`config.mk`:
```
export PLATFORM = sky130hd
export DESIGN_NAME = cvs_vseq_gen
export DESIGN_NICKNAME = d
export VERILOG_FILES = /design/src/rtl/cvs_vseq_gen.v
export VERILOG_INCLUDE_DIRS = /design/src /design/src/rtl
export SDC_FILE = /design/constraint.sdc
export NUM_CORES = 1
export LEC_CHECK = 0
export BUFFER_PORTS_ARGS = -buffer_cell sky130_fd_sc_hd__buf_4
export CAP_MARGIN = 25
export CELL_PAD_IN_SITES_DETAIL_PLACEMENT = 0
export CELL_PAD_IN_SITES_GLOBAL_PLACEMENT = 2
export CORE_MARGIN = 3
export CORE_UTILIZATION = 29
export CTS_CLUSTER_DIAMETER = 120
export CTS_CLUSTER_SIZE = 28
export DETAILED_ROUTE_END_ITERATION = 16
export HOLD_SLACK_MARGIN = 0.05
export PLACE_DENSITY = 0.87
export SLEW_MARGIN = 20
export SYNTH_ARGS = -nofsm -noshare
export SYNTH_HDL_FRONTEND = slang
export SYNTH_SLANG_ARGS = --single-unit
```
`constraint.sdc`:
```
create_clock -name ref_clk -period 11.11 [get_ports ref_clk]
set_clock_uncertainty 0.1 [all_clocks]
set_input_delay 1.6665 -clock ref_clk [delete_from_list [all_inputs] [get_ports ref_clk]]
set_output_delay 1.6665 -clock ref_clk [all_outputs]
set_load 0.03 [all_outputs]
```
`src/rtl/cvs_defs.vh`:
```
// Constants for the vertical sequence generator
`ifndef CVS_DEFS_VH
`define CVS_DEFS_VH
`define CVS_PIX_W 13
`define CVS_LINE_W 12
`define CVS_REP_W 12
`define CVS_NOUT 13
`define CVS_SEL_W 5
`define CVS_NBLK 6
`define CVS_PIX_ZERO 13'h0000
`define CVS_PIX_ONE 13'h0001
`define CVS_REP_ONE 12'h001
`define CVS_LINE_ZERO 12'h000
`define CVS_LINE_ONE 12'h001
`define CVS_REP_ZERO 12'h000
`define CVS_SEL_ZERO 5'h00
`define CVS_OUT_ZERO 13'h0000
`define CVS_CNT_ONE 14'h0001
`define CVS_RCNT_ONE 13'h0001
`define CVS_PH_ZERO 2'h0
`define CVS_PH_ONE 2'h1
`define CVS_PH_TWO 2'h2
`define CVS_PH_THREE 2'h3
`define CVS_MSK_W1 0
`define CVS_MSK_W2 1
`define CVS_BLK_ALL 6'h3F
`define CVS_BLK_ODD 6'h03
`define CVS_BLK_EVEN 6'h3C
`define CVS_ST_IDLE 2'h1
`define CVS_ST_RUN 2'h2
`endif

```
`src/rtl/cvs_vseq_gen.v`:
```
// Vertical sequence generator: two pattern groups, masking, alternation
`timescale 1ns/1ns
`include "cvs_defs.vh"
module cvs_vseq_gen (
  input  wire                    ref_clk,
  input  wire                    rst,
  input  wire                    seq_start,
  input  wire                    seq_run,
  input  wire [`CVS_PIX_W-1:0]   line_len,
  input  wire [1:0]              grp_a_alt_select,
  input  wire [`CVS_PIX_W-1:0]   grp_a_begin_pixel,
  input  wire [`CVS_PIX_W-1:0]   grp_b_begin_pixel,
  input  wire [`CVS_PIX_W-1:0]   grp_a_pattern_len,
  input  wire [`CVS_PIX_W-1:0]   grp_b_pattern_len,
  input  wire [`CVS_REP_W-1:0]   grp_b_repeats_odd,
  input  wire [`CVS_REP_W-1:0]   grp_b_repeats_even,
  input  wire [`CVS_REP_W-1:0]   grp_a_repeats_first,
  input  wire [`CVS_REP_W-1:0]   grp_a_repeats_second,
  input  wire [`CVS_REP_W-1:0]   grp_a_repeats_third,
  input  wire [`CVS_REP_W-1:0]   grp_a_repeats_fourth,
  input  wire [`CVS_PIX_W-1:0]   mask_begin_one,
  input  wire [`CVS_PIX_W-1:0]   mask_end_one,
  input  wire [`CVS_PIX_W-1:0]   mask_begin_two,
  input  wire [`CVS_PIX_W-1:0]   mask_end_two,
  input  wire [1:0]              output_mask_mode,
  input  wire                    hold_on,
  input  wire [`CVS_LINE_W-1:0]  special_insert_line,
  input  wire                    special_insert_on,
  input  wire [`CVS_NOUT-1:0]    output_group_map,
  input  wire                    combine_groups,
  input  wire [`CVS_SEL_W-1:0]   grp_a_pattern_select,
  input  wire [`CVS_SEL_W-1:0]   grp_b_pattern_select,
  input  wire [`CVS_NOUT-1:0]    start_polarity,
  input  wire [`CVS_NOUT-1:0]    pat_a_toggle,
  input  wire [`CVS_NOUT-1:0]    pat_b_toggle,
  input  wire                    blank_alternation_on,
  input  wire [`CVS_PIX_W-1:0]   blank_edge_pos_1,
  input  wire [`CVS_PIX_W-1:0]   blank_edge_pos_2,
  input  wire [`CVS_PIX_W-1:0]   blank_edge_pos_3,
  input  wire [`CVS_PIX_W-1:0]   blank_edge_pos_4,
  input  wire [`CVS_PIX_W-1:0]   blank_edge_pos_5,
  input  wire [`CVS_PIX_W-1:0]   blank_edge_pos_6,
  output wire [`CVS_NOUT-1:0]    vertical_out,
  output wire                    horizontal_blanking,
  output wire [`CVS_SEL_W-1:0]   pat_a_sel,
  output wire [`CVS_PIX_W-1:0]   pat_a_pos,
  output wire                    pat_a_act,
  output wire [`CVS_SEL_W-1:0]   pat_b_sel,
  output wire [`CVS_PIX_W-1:0]   pat_b_pos,
  output wire                    pat_b_act,
  output wire                    line_odd,
  output wire [`CVS_LINE_W-1:0]  line_num,
  output wire [`CVS_PIX_W-1:0]   pixel_num
);

  reg  [1:0]              state_r;
  reg  [1:0]              state_nxt;
  reg  [`CVS_PIX_W-1:0]   pix_r;
  reg  [`CVS_LINE_W-1:0]  line_r;
  reg  [1:0]              phase_r;
  reg                     odd_r;
  reg                     a_act_r;
  reg  [`CVS_PIX_W-1:0]   a_pos_r;
  reg  [`CVS_REP_W-1:0]   a_rep_r;
  reg                     a_act_nxt;
  reg  [`CVS_PIX_W-1:0]   a_pos_nxt;
  reg  [`CVS_REP_W-1:0]   a_rep_nxt;
  reg                     b_act_r;
  reg  [`CVS_PIX_W-1:0]   b_pos_r;
  reg  [`CVS_REP_W-1:0]   b_rep_r;
  reg                     b_act_nxt;
  reg  [`CVS_PIX_W-1:0]   b_pos_nxt;
  reg  [`CVS_REP_W-1:0]   b_rep_nxt;
  reg                     pb_act_r;
  reg  [`CVS_PIX_W-1:0]   pb_pos_r;
  reg  [`CVS_SEL_W-1:0]   pa_sel_r;
  reg  [`CVS_SEL_W-1:0]   pb_sel_r;
  reg  [`CVS_NOUT-1:0]    xv_r;
  reg  [`CVS_NOUT-1:0]    xv_nxt;
  reg                     blk_r;
  reg  [`CVS_REP_W-1:0]   a_lim;
  wire                    running;
  wire                    line_end;
  wire                    restart;
  wire                    win_one;
  wire                    win_two;
  wire                    mask_now;
  wire                    a_frz;
  wire                    a_start;
  wire                    a_wrap;
  wire                    a_last;
  wire [`CVS_REP_W-1:0]   b_lim;
  wire                    b_start;
  wire                    b_wrap;
  wire                    b_last;
  wire                    ins_line;
  wire [`CVS_NOUT-1:0]    tog;
  wire [`CVS_NBLK*`CVS_PIX_W-1:0] blk_pos;
  wire [`CVS_NBLK-1:0]    blk_hit;
  wire [`CVS_NBLK-1:0]    blk_use;

  assign running = (state_r == `CVS_ST_RUN);
  assign line_end = running &&
                    (({1'b0, pix_r} + `CVS_CNT_ONE) >= {1'b0, line_len});
  assign restart = seq_start | line_end | ~running;

  always @* begin
    state_nxt = state_r;
    case (state_r)
      `CVS_ST_IDLE: begin
        if (seq_start && seq_run) begin
          state_nxt = `CVS_ST_RUN;
        end
      end
      `CVS_ST_RUN: begin
        if (!seq_run) begin
          state_nxt = `CVS_ST_IDLE;
        end
      end
      default: begin
        state_nxt = `CVS_ST_IDLE;
      end
    endcase
  end

  always @(posedge ref_clk) begin
    if (rst) begin
      state_r <= `CVS_ST_IDLE;
      pix_r   <= `CVS_PIX_ZERO;
      line_r  <= `CVS_LINE_ZERO;
      phase_r <= `CVS_PH_ZERO;
      odd_r   <= 1'b1;
    end else begin
      state_r <= state_nxt;
      if (seq_start || !running) begin
        pix_r   <= `CVS_PIX_ZERO;
        line_r  <= `CVS_LINE_ZERO;
        phase_r <= `CVS_PH_ZERO;
        odd_r   <= 1'b1;
      end else if (line_end) begin
        pix_r  <= `CVS_PIX_ZERO;
        line_r <= line_r + `CVS_LINE_ONE;
        odd_r  <= ~odd_r;
        if (phase_r >= grp_a_alt_select) begin
          phase_r <= `CVS_PH_ZERO;
        end else begin
          phase_r <= phase_r + `CVS_PH_ONE;
        end
      end else begin
        pix_r <= pix_r + `CVS_PIX_ONE;
      end
    end
  end

  assign win_one = output_mask_mode[`CVS_MSK_W1] &&
                   (pix_r >= mask_begin_one) && (pix_r < mask_end_one);
  assign win_two = output_mask_mode[`CVS_MSK_W2] &&
                   (pix_r >= mask_begin_two) && (pix_r < mask_end_two);
  assign mask_now = running && (win_one || win_two);

  // four stored counts, only count changes
  always @* begin
    case (phase_r)
      `CVS_PH_ZERO: a_lim = grp_a_repeats_first;
      `CVS_PH_ONE: a_lim = grp_a_repeats_second;
      `CVS_PH_TWO: a_lim = grp_a_repeats_third;
      `CVS_PH_THREE: a_lim = grp_a_repeats_fourth;
      default: a_lim = grp_a_repeats_first;
    endcase
  end

  assign a_frz = hold_on && mask_now;
  assign a_start = (pix_r == grp_a_begin_pixel) && (a_lim != `CVS_REP_ZERO);
  assign a_wrap = ({1'b0, a_pos_r} + `CVS_CNT_ONE) >= {1'b0, grp_a_pattern_len};
  assign a_last = ({1'b0, a_rep_r} + `CVS_RCNT_ONE) >= {1'b0, a_lim};

  always @* begin
    a_act_nxt = a_act_r;
    a_pos_nxt = a_pos_r;
    a_rep_nxt = a_rep_r;
    if (restart) begin
      a_act_nxt = 1'b0;
      a_pos_nxt = `CVS_PIX_ZERO;
      a_rep_nxt = `CVS_REP_ZERO;
    end else if (a_start && !a_act_r) begin
      a_act_nxt = 1'b1;
    end else if (a_act_r && !a_frz) begin
      if (a_wrap) begin
        a_pos_nxt = `CVS_PIX_ZERO;
        if (a_last) begin
          a_act_nxt = 1'b0;
        end else begin
          a_rep_nxt = a_rep_r + `CVS_REP_ONE;
        end
      end else begin
        a_pos_nxt = a_pos_r + `CVS_PIX_ONE;
      end
    end
  end

  // odd and even counts for group B
  assign b_lim = odd_r ? grp_b_repeats_odd : grp_b_repeats_even;
  assign b_start = (pix_r == grp_b_begin_pixel) && (b_lim != `CVS_REP_ZERO);
  assign b_wrap = ({1'b0, b_pos_r} + `CVS_CNT_ONE) >= {1'b0, grp_b_pattern_len};
  assign b_last = ({1'b0, b_rep_r} + `CVS_RCNT_ONE) >= {1'b0, b_lim};

  // Group B keeps counting through a hold window
  always @* begin
    b_act_nxt = b_act_r;
    b_pos_nxt = b_pos_r;
    b_rep_nxt = b_rep_r;
    if (restart) begin
      b_act_nxt = 1'b0;
      b_pos_nxt = `CVS_PIX_ZERO;
      b_rep_nxt = `CVS_REP_ZERO;
    end else if (b_start && !b_act_r) begin
      b_act_nxt = 1'b1;
    end else if (b_act_r) begin
      if (b_wrap) begin
        b_pos_nxt = `CVS_PIX_ZERO;
        if (b_last) begin
          b_act_nxt = 1'b0;
        end else begin
          b_rep_nxt = b_rep_r + `CVS_REP_ONE;
        end
      end else begin
        b_pos_nxt = b_pos_r + `CVS_PIX_ONE;
      end
    end
  end

  always @(posedge ref_clk) begin
    if (rst) begin
      a_act_r  <= 1'b0;
      a_pos_r  <= `CVS_PIX_ZERO;
      a_rep_r  <= `CVS_REP_ZERO;
      b_act_r  <= 1'b0;
      b_pos_r  <= `CVS_PIX_ZERO;
      b_rep_r  <= `CVS_REP_ZERO;
      pb_act_r <= 1'b0;
      pb_pos_r <= `CVS_PIX_ZERO;
      pa_sel_r <= `CVS_SEL_ZERO;
      pb_sel_r <= `CVS_SEL_ZERO;
    end else begin
      a_act_r  <= a_act_nxt;
      a_pos_r  <= a_pos_nxt;
      a_rep_r  <= a_rep_nxt;
      b_act_r  <= b_act_nxt;
      b_pos_r  <= b_pos_nxt;
      b_rep_r  <= b_rep_nxt;
      pa_sel_r <= grp_a_pattern_select;
      pb_sel_r <= grp_b_pattern_select;
      if (combine_groups) begin
        pb_act_r <= a_act_nxt;
        pb_pos_r <= a_pos_nxt;
      end else begin
        pb_act_r <= b_act_nxt;
        pb_pos_r <= b_pos_nxt;
      end
    end
  end

  assign ins_line = special_insert_on && (line_r == special_insert_line);

  genvar gi;
  generate
    for (gi = 0; gi < `CVS_NOUT; gi = gi + 1) begin : g_out
      wire ta;
      wire tb;
      assign ta = a_act_r && pat_a_toggle[gi];
      assign tb = pb_act_r && pat_b_toggle[gi];
      assign tog[gi] = combine_groups ? (ta | tb) :
                       ((output_group_map[gi] ? tb : ta) | (ins_line & tb));
    end
  endgenerate

  always @* begin
    xv_nxt = xv_r;
    if (restart) begin
      xv_nxt = start_polarity;
    end else if (mask_now) begin
      xv_nxt = xv_r;
    end else begin
      xv_nxt = xv_r ^ tog;
    end
  end

  always @(posedge ref_clk) begin
    if (rst) begin
      xv_r <= `CVS_OUT_ZERO;
    end else begin
      xv_r <= xv_nxt;
    end
  end

  assign blk_pos = {blank_edge_pos_6, blank_edge_pos_5, blank_edge_pos_4,
                    blank_edge_pos_3, blank_edge_pos_2, blank_edge_pos_1};

  generate
    for (gi = 0; gi < `CVS_NBLK; gi = gi + 1) begin : g_blk
      assign blk_hit[gi] = (pix_r == blk_pos[gi*`CVS_PIX_W +: `CVS_PIX_W]);
    end
  endgenerate

  assign blk_use = !blank_alternation_on ? `CVS_BLK_ALL :
                   (odd_r ? `CVS_BLK_ODD : `CVS_BLK_EVEN);

  always @(posedge ref_clk) begin
    if (rst) begin
      blk_r <= 1'b0;
    end else if (restart) begin
      blk_r <= 1'b0;
    end else begin
      blk_r <= blk_r ^ (^(blk_hit & blk_use));
    end
  end

  assign vertical_out = xv_r;
  assign horizontal_blanking = blk_r;
  assign pat_a_sel = pa_sel_r;
  assign pat_a_pos = a_pos_r;
  assign pat_a_act = a_act_r;
  assign pat_b_sel = pb_sel_r;
  assign pat_b_pos = pb_pos_r;
  assign pat_b_act = pb_act_r;
  assign line_odd = odd_r;
  assign line_num = line_r;
  assign pixel_num = pix_r;

endmodule // cvs_vseq_gen

```
After elaboration in Yosys (flattened, before gate mapping):

Index checks and enable logic that the tools add are counted.

* register bits after elaboration: 120
* input bits: 353
* output and inout port bits: 78
* logic and storage cells: 218

* add/sub/neg operators: 12
* $lt $le $gt $ge: 10
* eq/ne operators: 17
* multiplexer cells: 56
* bitwise operators: 50
* reductions and logical operators: 56

Operator list (count)
* $mux W13: 11
* $eq A13 B13 Y1: 8
* $pmux W12 S4: 1
* $add A13 B1 Y14 const B: 3
* $ge A14 B13 Y1: 3
* $logic_and A1 B1 Y1: 40
* $add A13 B1 Y13 const B: 3
* $mux W1: 37
* $add A12 B1 Y12 const B: 3
* $or A1 B1 Y1: 28
* $add A12 B1 Y13 const B: 2
* $ge A13 B12 Y1: 2
* $ge A13 B13 Y1: 2
* $lt A13 B13 Y1: 2
* $reduce_bool A12 Y1: 2
* $and A1 B1 Y1: 13
* $xor A13 B13 Y13: 1
* $eq A12 B12 Y1: 1
* $mux W12: 1
* $mux W6: 2
* $reduce_and A4 Y1: 2
* $and A6 B6 Y6: 1
* $eq A2 B2 Y1 const B: 3
* $mux W2: 3
* other kinds (14): 27

Depth between registers and ports, before layout:

* depth in word-level cells: 12
* gate-level depth with buffers: 18
* mapped depth without buffers: 16

Worst setup path before layout:

OpenSTA, ideal clock, no wires.

* path kind: input port to flip-flop
* start point: in grp_a_repeats_third[11]
* end point: reg a_rep_r[8]
* library setup time: 117 ps
* arrival: 3993 ps
* required time: 10893 ps
* path slack: 6900 ps
* stages: 13
* path buffers: 1
* cell sequence: a222oi_1 -> nand2_1 -> o21ai_0 -> ha_1 -> and4_1 -> a221o_1 -> a31o_2 -> a311oi_1 -> o211a_2 -> buf_2 -> nand2_1 -> xor2_1 -> nor2_1

* cells in the longest elaborated chain, start to end: 6
* elaborated cells on any way between the ends: 8
* those cells by class: 1 x order compare; 1 x mux; 2 x bitwise; 4 x reduce/logical

Ends and longest elaborated chain
* start: declaration: line cvs_vseq_gen.v:19 `` input wire [`CVS_REP_W-1:0] grp_a_repeats_third, ``
* $pmux W12 S4 *: line cvs_vseq_gen.v:163 `case (phase_r)`
* parallel branches: the longest is 4 deep, another holds $ge A13 B12 Y1
* $reduce_and A4 Y1 (no source line) *
* end signal: assignment: line cvs_vseq_gen.v:236 `` a_rep_r <= `CVS_REP_ZERO; ``
* end signal: assignment: line cvs_vseq_gen.v:247 `a_rep_r <= a_rep_nxt;`
* end: declaration: line cvs_vseq_gen.v:64 `` reg [`CVS_REP_W-1:0] a_rep_r; ``

Mark *: on every way between the ends.
A chain may end at the register's enable or synchronous reset.

Final worst setup path:

* start point: reg pix_r[2] (netlist: pixel_num[2])
* end point: reg blk_r (netlist: horizontal_blanking)

* cells in the longest elaborated chain, start to end: 6
* elaborated cells on any way between the ends: 15
* those cells by class: 1 x add/sub; 1 x order compare; 6 x eq/ne; 4 x bitwise; 3 x reduce/logical

Ends and longest elaborated chain
* start: declaration: line cvs_vseq_gen.v:58 `` reg [`CVS_PIX_W-1:0] pix_r; ``
* start signal: assignment: line cvs_vseq_gen.v:129 `` pix_r <= `CVS_PIX_ZERO; ``
* start signal: assignment: line cvs_vseq_gen.v:136 `` pix_r <= `CVS_PIX_ZERO; ``
* start signal: assignment: line cvs_vseq_gen.v:141 `` pix_r <= `CVS_PIX_ZERO; ``
* $add A13 B1 Y14 (no source line)
* $ge A14 B13 Y1: line cvs_vseq_gen.v:104 `` (({1'b0, pix_r} + `CVS_CNT_ONE) >= {1'b0, line_len}); ``
* $logic_and A1 B1 Y1: line cvs_vseq_gen.v:103 `assign line_end = running &&`
* $or A1 B1 Y1 (2 in a row): line cvs_vseq_gen.v:105 `assign restart = seq_start | line_end | ~running;`
* $reduce_or A2 Y1 (no source line)
* end signal: assignment: line cvs_vseq_gen.v:314 `blk_r <= blk_r ^ (^(blk_hit & blk_use));`
* end: declaration: line cvs_vseq_gen.v:80 `reg blk_r;`

Parallel ways exist; a longest one is shown, timed or not.

==> flow_metrics.py <==
metrics = {
    "run_status": {
        "status": "complete, no violations",
    },
    "synth": {
        "synth_edf_count": 0,
        "synth_warnings": 0,
        "synth_nets": 1801,
        "synth_top_family_by_area": "simple AND/OR/NAND/NOR gates",
        "yosys.area.top_type": "dfxtp_1",
        "muxShareOfSynthArea_pct": 1.63,
        "synthFlopType": "dfxtp_1",
        "async_flop_share_pct": 0,
        "yosys.area_share.simple_pct": 20.6,
        "netlist_instances": 1323,
        "synth-compound-area-share_pct": 17.1,
        "synth_cell_types": 74,
        "yosysSeqAreaShare_pct": 22.8,
        "yosys_register_bits": 120,
        "synth_fa_ha_area_share_pct": 14.9,
        "synthTopCellsByArea": "dfxtp_1, ha_1, xor2_1",
        "synth_area_um2": 10500,
        "synth_xor_area_share_pct": 16.6,
        "synth_top_area_share_pct": 22.8,
        "avgSynthCellArea_um2": 7.96,
    },
    "route": {
        "drtIter0Drc": 427,
        "drt-total-wl_um": 38800,
        "drc": 0,
        "routed_via_density": 4.87,
        "drtAntennaViolNets": 0,
        "wl_per_cell_um": 17.6,
        "dr.pass1.iters": 7,
        "via_count": 10700,
    },
    "power_and_ir_drop": {
        "power_leakage_nw": 7.29,
        "peakVddDrop_uv": 76.9,
        "p_per_area_nw_per_um2": 83.0,
        "total_power_mw": 1.23,
    },
    "worst_setup_path": {
        "cp_data_arrival_time_ns": 5.32,
        "r2r_start": "pixel_num[2]$_SDFF_PP0_",
        "crit_fanout": 41,
        "reg2reg_slack_ns": 6.05,
        "worst_setup_path_end_kind": "flop",
        "worstPathRequired_ns": 11.36,
        "ff2ff_path_depth": 15,
        "reg2reg_to": "horizontal_blanking$_SDFF_PP0_",
        "crit_type": "flop to flop",
        "cp-start-kind": "flop",
    },
    "floorplanning": {
        "start_util_pct": 29.5,
        "rows": 69,
        "ios": 431,
        "dieArea_um2": 38600,
        "die_width_um": 197,
        "die_y_um": 197,
        "core_um2": 35700,
    },
    "clock_tree": {
        "clock-sinks": 120,
        "cts_htree_levels": 4,
        "cts_hold_buf": 0,
        "cts_made_buffers": 17,
        "clk_latency_ns": 0.41,
        "cts_tree": "yes",
        "cts_setup_buffers": 0,
        "root_buffer": "clkbuf_16",
        "clkTransAtPathRegs_ns": 0.06,
        "cts_resized": 0,
        "cts_buffer_depth": 2,
    },
    "hold_path": {
        "hold-path-endpoint": "a_rep_r[1]$_SDFFE_PP0P_",
        "holdCritStartpoint": "a_rep_r[1]$_SDFFE_PP0P_",
        "hold-path-cell-count": 2,
        "hold_path.class": "flop to flop",
    },
    "timing": {
        "max_slew_margin_pct": 29.4,
        "timing.fmax_mhz": 197,
        "finalHoldViolCount": 0,
        "fin_crit_sh_pct": 45.6,
        "rsz0062_at_grt": "false",
        "min_period_ns": 5.06,
        "worst_pin_slew_ns": 1.06,
        "setup_slack_ns": 6.05,
        "final_max_slew_viol_count": 0,
        "setup_violations": 0,
        "finalSetupTns_ns": 0,
    },
    "global_routing": {
        "grt_overflow": 0,
        "track_usage_pct": 19.2,
        "grtUsageMet1_pct": 25.0,
        "grt_pass1_wl_um": 59000,
        "antenna_found_initial": 1,
        "grt_max_degree": 42,
        "grt_pass1_vias": 10800,
        "grt-busiest-layer": "met2",
        "use_met3_pct": 4.00,
        "use_met2_pct": 33.1,
    },
    "place": {
        "finalWeightedCongestion": 0.857,
        "dp_hpwl_um": 31500,
        "dp.cells": 2170,
        "portBuffers": 430,
        "dp_slack_ns": 5.93,
    },
    "job": {
        "drv_cap": 0,
    },
    "cells_and_area": {
        "layout.cells.non_filler": 2202,
        "nets": 2206,
        "fill_cells": 3638,
        "mostFrequentLayoutCell": "buf_4",
        "final_util_pct": 41.4,
        "area_growth_pct": 40.3,
        "final_cell_mix": "buf_4, ha_1, nand2_1, dfxtp_1, xor2_1",
        "drive_gt1_share_pct": 27.8,
    },
}
-- cell usage after synthesis (15+ instances only) --
library cell / n
inv_1: 108
nor4_1: 21
and3_1: 15
nor2b_1: 24
and2_1: 17
xor2_1: 111
buf_2: 21
nand3_1: 44
nor2_1: 83
dfxtp_1: 120
a21oi_1: 73
mux2i_1: 16
ha_1: 125
a21o_1: 31
nand4_1: 36
nor3_1: 17
o21ai_0: 35
clkbuf_1: 25
xnor2_1: 89
nand2_1: 124
-- critical path: stages (launching register included) --
cell	delay (ns)
dfxtp_1	0.90
and2_4	0.32
nand4_2	0.16
nor2_1	0.19
and4_1	0.23
xor2_1	0.18
ha_1	0.27
a21o_1	0.18
a21oi_1	0.14
o41ai_1	0.09
a311o_1	0.40
or2_2	0.66
buf_4	0.38
or4_1	0.54
o311ai_1	0.10
or3_1	0.13
-- worst max-delay path by stage --
stage / start / to / slack (ns) / depth (start not counted)
after CTS: pixel_num[2]$_SDFF_PP0_ / horizontal_blanking$_SDFF_PP0_ / 6.02 / 15
after floorplan: grp_a_repeats_third[11] / a_rep_r[8]$_SDFFE_PP0P_ / 6.90 / 13
final: pixel_num[2]$_SDFF_PP0_ / horizontal_blanking$_SDFF_PP0_ / 6.05 / 15
after global routing: pixel_num[2]$_SDFF_PP0_ / horizontal_blanking$_SDFF_PP0_ / 5.63 / 16
after detailed placement: mask_begin_two[0] / pat_b_pos[4]$_SDFF_PP0_ / 5.93 / 11
after global placement: mask_begin_two[0] / pat_b_pos[4]$_SDFF_PP0_ / 5.98 / 11
-- layout make-up --
class                   instances  area [µm²]  share of cell area (%)
diodes                          1        2.50                  0.0169
clock buffers                  23         488                    3.30
clock inverters                 8         143                   0.965
inverters                     110         413                    2.79
multi-input cells            1040        7460                    50.5
flip-flops and latches        120        2400                    16.3
well taps                     461         577                    3.90
repair buffers                439        3300                    22.3
-- sequential cells by signal, summed over array words and instances (netlist names), 12 cells and up --
| signal | cells |
|---|---|
| a_rep_r | 12 |
| b_pos_r | 13 |
| b_rep_r | 12 |
| line_num | 12 |
| pat_a_pos | 13 |
| pat_b_pos | 13 |
| pixel_num | 13 |
| vertical_out | 13 |
-- logic make-up (layout without fill, tap and decap cells) --
logic type	count (synthesis)	after routing
buffers and inverters	163	580
multiplexers	17	17
AO/OA/AOI/OAI	266	266
adder cells (fa/ha/maj)	125	125
flip-flops	120	120
other	0	1
AND/OR/NAND/NOR	432	432
XOR/XNOR	200	200
-- metal layers --
layer	wire [µm]	vias up	share of wire, %
met5	0	-	0
met4	522	0	1.3
met3	2260	24	5.8
met2	18500	267	48
met1	17500	4954	45
li1	-	5477	-
-- power by group --
group / switching, mW / leakage, nW / internal, mW
Clock: 0.200 / 0.309 / 0.397
Sequential: 0.00331 / 0.974 / 0.436
Combinational: 0.0747 / 6.01 / 0.115
-- per-stage QoR --
step                      hold WS, ns  instance area (µm²)
after CTS                       0.386                14800
after global placement          0.366                14100
after global routing            0.414                14800
after floorplan                 0.346                10500
after detailed placement        0.379                14100
final                           0.381                14800
Power figures use the tool's default switching activity.
